==> src/lisu_pkg.sv <==
package lisu_pkg;
   // register placement on the local register port
   localparam int           ADDR_W         = 8;
   localparam logic [7:0]   ICS_OFS        = 8'h68;
   localparam int           DATA_W         = 32;
   // lower-half bits, and bit 16, that this block keeps because its sources need them
   localparam int           BIT_MBOX_EN    = 3;
   localparam int           BIT_RETRY_EN   = 12;
   localparam int           BIT_LOUT_EN    = 16;
   // upper-half field positions
   localparam int           BIT_DMA0_EN    = 18;
   localparam int           BIT_DMA1_EN    = 19;
   localparam int           BIT_DBELL_ACT  = 20;
   localparam int           BIT_DMA0_ACT   = 21;
   localparam int           BIT_DMA1_ACT   = 22;
   localparam int           BIT_STEST_ACT  = 23;
   localparam int           BIT_ABORT_LO   = 24;
   localparam int           BIT_MBOX_LO    = 28;
   localparam int           N_ABORT        = 4;
   localparam int           N_MBOX         = 4;
   // abort indicator order: direct master, channel 0, channel 1, retry limit
   localparam int           ABT_DIRECT     = 0;
   localparam int           ABT_CH0        = 1;
   localparam int           ABT_CH1        = 2;
   localparam int           ABT_RETRY      = 3;
   // reset values
   localparam logic         RST_LOUT_EN    = 1'b1;
   localparam logic [3:0]   RST_ABORT_B    = 4'hF;
   localparam logic [3:0]   RST_MBOX       = 4'h0;
   localparam logic [31:0]  RST_RDATA      = 32'h00000000;
   // consecutive master retries before a target abort is forced
   localparam int           RETRY_LIMIT    = 256;
   localparam int           RETRY_CNT_W    = 9;
   localparam logic [8:0]   RETRY_LAST     = 9'(RETRY_LIMIT - 1);
   localparam logic [8:0]   RETRY_ZERO     = 9'h000;
   localparam logic [8:0]   RETRY_ONE      = 9'h001;
endpackage

==> src/lisu_retry_limit.sv <==
// counts consecutive master retries to one target
module lisu_retry_limit
   import lisu_pkg::*;
(
   input  wire logic clk_sys,
   input  wire logic rst_b,
   input  wire logic retry_en,
   input  wire logic retry_seen,
   input  wire logic xfer_end,
   output logic      retry_abort
);
   typedef struct packed {
      logic [RETRY_CNT_W-1:0] cnt;
      logic                   abort;
   } lisu_rl_state_t;

   lisu_rl_state_t state;
   lisu_rl_state_t next_state;

   // count saturates when the limit is off so retries simply go on forever
   always_comb begin
      next_state       = state;
      next_state.abort = 1'b0;
      if (retry_seen) begin
         if (retry_en && state.cnt == RETRY_LAST) begin
            next_state.abort = 1'b1;
            next_state.cnt   = RETRY_ZERO;
         end else if (state.cnt != RETRY_LAST) begin
            next_state.cnt = state.cnt + RETRY_ONE;
         end
      end else if (xfer_end) begin
         next_state.cnt = RETRY_ZERO; // a non-retry end breaks the run
      end
   end

   always_ff @(posedge clk_sys or negedge rst_b) begin
      if (!rst_b) begin
         state <= '0;
      end else begin
         state <= next_state;
      end
   end

   assign retry_abort = state.abort;
endmodule

==> src/lisu_top.sv <==
module lisu_top
   import lisu_pkg::*;
(
   input  wire logic                    clk_sys,
   input  wire logic                    rst_b,
   input  wire logic                    reg_wr,
   input  wire logic                    reg_rd,
   input  wire logic [lisu_pkg::ADDR_W-1:0] reg_addr,
   input  wire logic [lisu_pkg::DATA_W-1:0] reg_wdata,
   output logic      [lisu_pkg::DATA_W-1:0] reg_rdata,
   input  wire logic                    dbell_pend,
   input  wire logic                    dma0_stat,
   input  wire logic                    dma1_stat,
   input  wire logic                    self_test_start,
   input  wire logic                    abort_seen,
   input  wire logic [2:0]              abort_master,
   input  wire logic                    abort_clr,
   input  wire logic                    retry_seen,
   input  wire logic                    xfer_end,
   input  wire logic [3:0]              mbox_host_wr,
   input  wire logic [3:0]              mbox_local_rd,
   output logic                         retry_abort,
   output logic                         local_int
);
   import lisu_pkg::*;

   typedef struct packed {
      logic                 mbox_en;
      logic                 retry_en;
      logic                 lout_en;
      logic                 dma0_en;
      logic                 dma1_en;
      logic                 dbell_act;
      logic                 dma0_act;
      logic                 dma1_act;
      logic                 stest_act;
      logic [N_ABORT-1:0]   abort_b;
      logic [N_MBOX-1:0]    mbox;
      logic [DATA_W-1:0]    rdata;
      logic                 irq;
   } lisu_state_t;

   lisu_state_t state;
   lisu_state_t next_state;
   logic        rl_abort;
   logic [N_ABORT-1:0] abort_set;

   // one decoder shared by the read and write paths
   function automatic logic ics_hit(input logic [ADDR_W-1:0] addr);
      return addr == ICS_OFS;
   endfunction

   // assemble the register image; unkept low bits read as zero
   function automatic logic [DATA_W-1:0] ics_image(input lisu_state_t s);
      logic [DATA_W-1:0] v;
      v                                    = '0;
      v[BIT_MBOX_EN]                       = s.mbox_en;
      v[BIT_RETRY_EN]                      = s.retry_en;
      v[BIT_LOUT_EN]                       = s.lout_en;
      v[BIT_DMA0_EN]                       = s.dma0_en;
      v[BIT_DMA1_EN]                       = s.dma1_en;
      v[BIT_DBELL_ACT]                     = s.dbell_act;
      v[BIT_DMA0_ACT]                      = s.dma0_act;
      v[BIT_DMA1_ACT]                      = s.dma1_act;
      v[BIT_STEST_ACT]                     = s.stest_act;
      v[BIT_ABORT_LO +: N_ABORT]           = s.abort_b;
      v[BIT_MBOX_LO +: N_MBOX]             = s.mbox;
      return v;
   endfunction

   lisu_retry_limit u_retry (
      .clk_sys     (clk_sys),
      .rst_b       (rst_b),
      .retry_en    (state.retry_en),
      .retry_seen  (retry_seen),
      .xfer_end    (xfer_end),
      .retry_abort (rl_abort)
   );

   // which abort indicators fall this cycle
   always_comb begin
      abort_set             = '0;
      abort_set[ABT_DIRECT] = abort_seen & abort_master[ABT_DIRECT];
      abort_set[ABT_CH0]    = abort_seen & abort_master[ABT_CH0];
      abort_set[ABT_CH1]    = abort_seen & abort_master[ABT_CH1];
      abort_set[ABT_RETRY]  = rl_abort;
   end

   always_comb begin
      next_state = state;
      // control bits; status bits ignore writes
      if (reg_wr && ics_hit(reg_addr)) begin
         next_state.mbox_en  = reg_wdata[BIT_MBOX_EN];
         next_state.retry_en = reg_wdata[BIT_RETRY_EN];
         next_state.lout_en  = reg_wdata[BIT_LOUT_EN];
         next_state.dma0_en  = reg_wdata[BIT_DMA0_EN];
         next_state.dma1_en  = reg_wdata[BIT_DMA1_EN];
      end
      // active flags follow their sources, so clearing a source clears the flag
      next_state.dbell_act = dbell_pend;
      next_state.dma0_act  = dma0_stat & state.dma0_en;
      next_state.dma1_act  = dma1_stat & state.dma1_en;
      next_state.stest_act = self_test_start;
      // indicators fall on an abort; a clear in the same cycle loses to a fresh abort
      for (int i = 0; i < N_ABORT; i++) begin
         if (abort_set[i]) begin
            next_state.abort_b[i] = 1'b0;
         end else if (abort_clr) begin
            next_state.abort_b[i] = 1'b1;
         end
      end
      // mailbox flags: set wins over the local read that clears them
      for (int i = 0; i < N_MBOX; i++) begin
         if (mbox_host_wr[i] && state.mbox_en) begin
            next_state.mbox[i] = 1'b1;
         end else if (mbox_local_rd[i]) begin
            next_state.mbox[i] = 1'b0;
         end
      end
      // read data is captured so it stays stable until the next read
      if (reg_rd) begin
         next_state.rdata = ics_hit(reg_addr) ? ics_image(state) : RST_RDATA;
      end
      next_state.irq = next_state.lout_en & (next_state.dbell_act | next_state.dma0_act
                       | next_state.dma1_act | (|next_state.mbox));
   end

   always_ff @(posedge clk_sys or negedge rst_b) begin
      if (!rst_b) begin
         state         <= '0;
         state.lout_en <= RST_LOUT_EN;
         state.abort_b <= RST_ABORT_B;
         state.mbox    <= RST_MBOX;
         state.rdata   <= RST_RDATA;
      end else begin
         state <= next_state;
      end
   end

   assign reg_rdata   = state.rdata;
   assign retry_abort = rl_abort;
   assign local_int   = state.irq;
endmodule

==> config.mk <==
export PLATFORM = sky130hd
export DESIGN_NAME = lisu_top
export DESIGN_NICKNAME = d
export VERILOG_FILES = /design/src/lisu_pkg.sv /design/src/lisu_retry_limit.sv /design/src/lisu_top.sv
export SDC_FILE = /design/constraint.sdc
export NUM_CORES = 1
export LEC_CHECK = 0
export ABC_AREA = 1
export ABC_CLOCK_PERIOD_IN_PS = 1700
export BUFFER_PORTS_ARGS = -buffer_cell sky130_fd_sc_hd__buf_4
export CORE_AREA = 2 2 90 92
export DETAILED_ROUTE_END_ITERATION = 7
export DIE_AREA = 0 0 92 94
export GPL_ROUTABILITY_DRIVEN = 0
export GPL_TIMING_DRIVEN = 0
export MAX_ROUTING_LAYER = met4
export PLACE_DENSITY = 0.61
export RECOVER_POWER = 25
export SYNTH_ARGS = -nofsm -noshare
export SYNTH_HDL_FRONTEND = slang
export SYNTH_SLANG_ARGS = --single-unit
==> constraint.sdc <==
create_clock -name clk_sys -period 1.7 [get_ports clk_sys]
set_input_delay 0.255 -clock clk_sys [delete_from_list [all_inputs] [get_ports clk_sys]]
set_output_delay 0.255 -clock clk_sys [all_outputs]
set_load 0.02 [all_outputs]
# Word level (Yosys, flattened, before mapping)
# Index checks and enable logic that the tools add are counted.
[totals] output_inout_bits=34 reg_bits=60 elab_cells=66
[classes] muxes=21 n_reduce_logical=13 bitwise_logic=9 add_sub_neg=1 eq_ne=4
[ops] cell="$mux 9" n=4
[ops] cell="$mux 32" n=1
[ops] cell="$mux 1" n=15
[ops] cell="$reduce_bool 2->1" n=5
[ops] cell="$add 9x1->9 const B" n=1
[ops] cell="$eq 9x8->1 const B" n=1
[ops] cell="$ne 9x8->1 const B" n=1
[ops] cell="$eq 8x7->1 const B" n=1
[ops] cell="$and 1x1->1" n=6
[ops] cell="$logic_and 1x1->1" n=6
[ops] cell="$reduce_or 4->1" n=1
[ops] cell="$mux 3" n=1
[ops] cell="$ne 3x1->1 const B" n=1
[ops] cell="$or 1x1->1" n=3
[ops] cell="$reduce_and 2->1" n=1

# Longest topological paths before layout
[logic_depth] ltp_word=5 mapped_depth=8 ltp_nobuf=8

# By module
# Synthesis repeated with hierarchy kept, for this count alone.
[unflattened] hier_cells=280 hier_area_um2=2309.7
[by_module_without_submodules] mod="lisu_top" instances=1 area_per_inst_um2=1680.4 cells_each=195
[by_module_without_submodules] mod="lisu_retry_limit" instances=1 area_per_inst_um2=629.4 cells_each=85

# Worst setup path before layout
# Ideal clock, no wire load.
[synth_timing] path_type="reg-to-reg" startpoint="register u_retry.state[1] in the netlist's numbering" endpoint="register u_retry.state[8] in the netlist's numbering" n_path_buf=0 slack_ns=0.403 period_less_slack_ns=1.297 t_required_ns=1.580 stages_incl_launch_ff=7 setup_time_ns=0.120 arrival_time_ns=1.178 cell_sequence="dfrtp_1 -> ha_1 -> nand2_2 -> nor2_4 -> nand4_1 -> nand4_1 -> nand2_1"
[synth_via] elab_chain_cells=4 elab_cells_between_ends=9 cone_classes="add/sub (1); eq/ne (3); mux (3); reduce/logical (2)"
[synth_lines] item="start, declared" line_no="lisu_retry_limit.sv:17" text="lisu_rl_state_t state;"
[synth_lines] item="start signal, assigned" line_no="lisu_retry_limit.sv:40" text="state <= next_state;"
[synth_lines] item="$add 9x1->9 / $eq 9x8->1 (equally long branches)" line_no="lisu_retry_limit.sv:29, lisu_retry_limit.sv:25"
[synth_lines] item="$mux 9 / $logic_and 1x1->1 (equally long branches)" line_no="lisu_retry_limit.sv:28, lisu_retry_limit.sv:25"
[synth_lines] item="$mux 9 / $ne 3x1->1 (equally long branches)"
[synth_lines] item="$mux 9 / $reduce_and 2->1 (equally long branches)"
# Parallel ways exist; a longest one is shown, timed or not. The select of a mux whose other input is x is not followed.
# A chain may end at the register's enable or synchronous reset.

# Worst setup path in the final report
[layout_timing] startpoint="register u_retry.state[2] in the netlist's numbering" endpoint="register u_retry.state[9] in the netlist's numbering"
# The elaborated chain is that of the path after synthesis.

==> results by stage <==
Global route:
- The via count of the first global-routing pass is ~1600.
- The total grt overflow is 0.
- The overall fraction of global-route tracks in use is 0.112.
- The first global-routing pass estimated 7450 um of wire.
- The number of antenna violations at the first check in global routing is 0.
- The pin count of the biggest net entering global routing is 46.

Clock network:
- After clock tree synthesis, the clock-pin slew on the worst setup and hold paths is 90 ps.
- TritonCTS created 5 clock buffers.
- Buffers inserted to repair hold after CTS numbered 1.
- TritonCTS built the clock tree.
- The later pin in the worst-skew pair is clocked with a latency of 300 ps.
- The H-tree depth is 2.
- The root buffer cell is clkbuf_8.
- The setup fix buffers added after clock tree synthesis is 0.
- The total number of clock tree sinks is 45.
- The number of gates resized after CTS was 0.
- The worst-case clock buffer depth is 2.

Timing:
- Setup total negative slack on the finished layout was measured at 0 ps.
- Setup repair after global routing left no endpoint under its margin.
- Setup violations remaining at the end of the flow were counted as 0.
- The total count of max-transition violations in the final report is 0.
- The worst-margin pin slew is 1110 ps.
- The final number of hold-violating endpoints was 0.
- Hold timing on the final database bottoms out at a slack of just under 80 ps.
- The highest clock rate is 0.654 GHz.
- The setup skew after layout is 8.38 ps.
- The relative max-transition margin is 0.258.
- Dividing the final minimum period by the clock period gives 0.899.
- The post-route minimum period is 1530 ps.

Power:
- The total power divided by cell area is 746 nW/um^2.
- The share of total power dissipated in sequential elements is 0.524.
- The analysis attributes to net switching a power of roughly 0.51 mW.
- The fraction of power spent switching nets is 0.237.
- The combinational cell fraction of total power is 0.108.
- The fraction of power consumed by the clock network is 0.368.
- The internal power of the cells totals 1.66 mW.
- For this design the static power due to leakage is about 1.5 nW.
- The peak ir drop on the vdd network is 374 uV.

Finish:
- From synthesis to final layout, the design area changed by 30.6%.
- The total number of nets in the final design is 392.
- The share of cells above drive strength 1 is 0.325.
- The sequential standard cell area is 1130 um^2.
- The antenna diode count is 0.
- The area taken by multi-input logic gates is 739 um^2.
- The number of fillers in the final layout is 797.

Floorplan:
- The die width is 92 um.
- The core box area is between 7000 and 8000 um^2.
- The die is 94 um tall.
- Pin placement for this block handled 97 I/O pins.
- The floorplan row count is 32.
- For this configuration, the core starts out at a cell density of 0.293.
- The die area is 8650 um^2.

Worst setup path:
- The worst-case register-to-register setup slack is about 170 ps.
- The end of the worst register-to-register path is u_retry.state[9].
- The endpoint required time on the critical path is around 1900 ps.
- The worst setup path is of the flop to flop kind.
- STA classifies the critical path endpoint as a flop.
- The startpoint identified for the worst register-to-register timing path is u_retry.state[2].
- Data arrives at the worst endpoint at 1710 ps.
- Of all nets on the critical path, the largest fanout is 7.
- The worst-case reg-to-reg path depth is 6.
- The startpoint kind of the worst setup timing path is a flop.

Detailed routing:
- The DRC violations left is 0.
- The total vias in the final route is roughly 1700.
- The remaining antenna violation count after routing is 0.
- Wires add up to 4500 um.
- The routed wire length per instance is 10.5 um.
- The initial DRC count is 41.
- The number of detailed-routing iterations run before antenna repair is 4.
- Using the TritonRoute via totals, the vias-per-cell ratio works out to approximately 4.0.

Logic synthesis:
- The synthesized area per cell is 8.76 um^2.
- The post-synthesis cell area is between 2000 and 2500 um^2.
- The Yosys step of the flow raised 0 warnings.
- In this run, synthesis produced a sequential element count of 45.
- The share of the Yosys chip area taken by registers is 0.509.
- After technology mapping, the gate count stands at 254.
- The post-synthesis cell type count is 29.

Worst hold path:
- The worst hold path belongs to the class input pin to flop.
- The worst min-delay path startpoint is abort_master[0].
- Along the worst hold path, the cell count comes to 2.
- The worst-case hold path end point is state[37].

Run status:
- The run finished with clean final reports.

Placement:
- The count of buffers from port buffering is 52.
- After legalization and detailed placement, the total HPWL measured 3410 um.

Run:
- The max-capacitance violation count is 0.
[cell usage after synthesis (all sizes together)]
library cell | instances | area [um^2]
clkbuf | 4 | 15.0
xnor2 | 2 | 17.5
or2 | 2 | 12.5
a21oi | 7 | 35.0
ha | 1 | 12.5
nor3 | 1 | 5.00
nand3 | 26 | 130
dfrtp | 40 | 1000
nand2 | 36 | 148
conb | 1 | 3.75
inv | 34 | 128
o21ai | 27 | 139
nor2 | 24 | 108
and3 | 1 | 6.26
dfstp | 5 | 131
nand3b | 3 | 22.5
o21bai | 1 | 7.51
buf | 35 | 264
nand4 | 4 | 40.0
[cells in the final DEF (no fill, tap or decap), types with 2 or more instances in the layout]
cell	count
conb_1	15
dfrtp_1	40
buf_4	82
nand2_2	2
clkbuf_1	6
xnor2_1	2
nor2_4	2
dfstp_2	3
nor2_1	21
nand2_1	33
o21ai_1	4
o21ai_0	22
clkbuf_8	5
inv_1	33
a21oi_1	7
nand3b_1	3
dfstp_1	2
nand4_1	3
nand3_1	26
or2_2	2
[final cells by class]
cell class                 count  area share
sequential                    45       0.389
multi-input combinational    150       0.254
timing repair buffer          53       0.136
buffer                        39      0.0960
inverter                      34      0.0439
tap                          102      0.0439
clock buffer                   6      0.0250
clock inverter                 2      0.0120
[worst max path at each step]
stage	startpoint	to	slack [ps]	depth (start not counted)
after floorplan	u_retry.state[1]	u_retry.state[8]	400	6
after global placement	u_retry.state[1]	u_retry.state[9]	200	6
after detailed placement	u_retry.state[1]	u_retry.state[8]	180	6
after CTS	u_retry.state[1]	u_retry.state[9]	170	6
after global routing	u_retry.state[1]	u_retry.state[8]	20	6
final	u_retry.state[2]	u_retry.state[9]	170	6
[power by group through the flow]
stage | combinational [mW] | clock, mW | sequential [mW]
global placement | 0.236 | 0 | 1.16
CTS | 0.241 | 0.821 | 1.14
detailed placement | 0.239 | 0 | 1.16
global route | 0.265 | 0.858 | 1.14
finish | 0.235 | 0.797 | 1.14
floorplan | 0.132 | 0 | 1.15
[layer usage]
metal  vias up  part of all wire  global-route usage
met1       784              0.45               0.137
met3         4             0.035              0.0273
met4         0            0.0087              0.0373
met2        28              0.50               0.183
li1        905                 -                   -
met5         -                 0                   -
[critical path: stages (launching register included)]
cell and delay [ps]:
dfrtp_1 400, ha_1 190, nand2_2 90, nor2_4 170
nand4_1 320, nand4_1 200, nand2_1 60
[state kept, by name, summed over array words and instances, names as in the netlist]
| name | flops |
|---|---|
| local_int | 1 |
| reg_rdata | 17 |
| state | 17 |
| u_retry.retry_abort | 1 |
| u_retry.state | 9 |
[cell families after synthesis]
family	after synthesis	synth area share
compound gates	35	0.0815
xor+xnor	2	0.00787
fa+ha+maj	1	0.00562
buf+inv	73	0.183
flops	45	0.509
other cells	1	0.00168
simple gates	97	0.212
[through the flow]
| stage | util | area, um^2 | total power [mW] | worst slack, ps | instances |
|---|---|---|---|---|---|
| after floorplan | - | 2280 | 1.29 | 403 | 268 |
| after global routing | 0.382 | 2910 | 2.27 | 18.3 | 431 |
| after global placement | 0.368 | 2800 | 1.39 | 198 | 422 |
| after detailed placement | 0.368 | 2800 | 1.40 | 180 | 422 |
| final | 0.382 | 2910 | 2.17 | 172 | 431 |
| after CTS | 0.383 | 2910 | 2.20 | 171 | 431 |
Power figures use the tool's default switching activity.
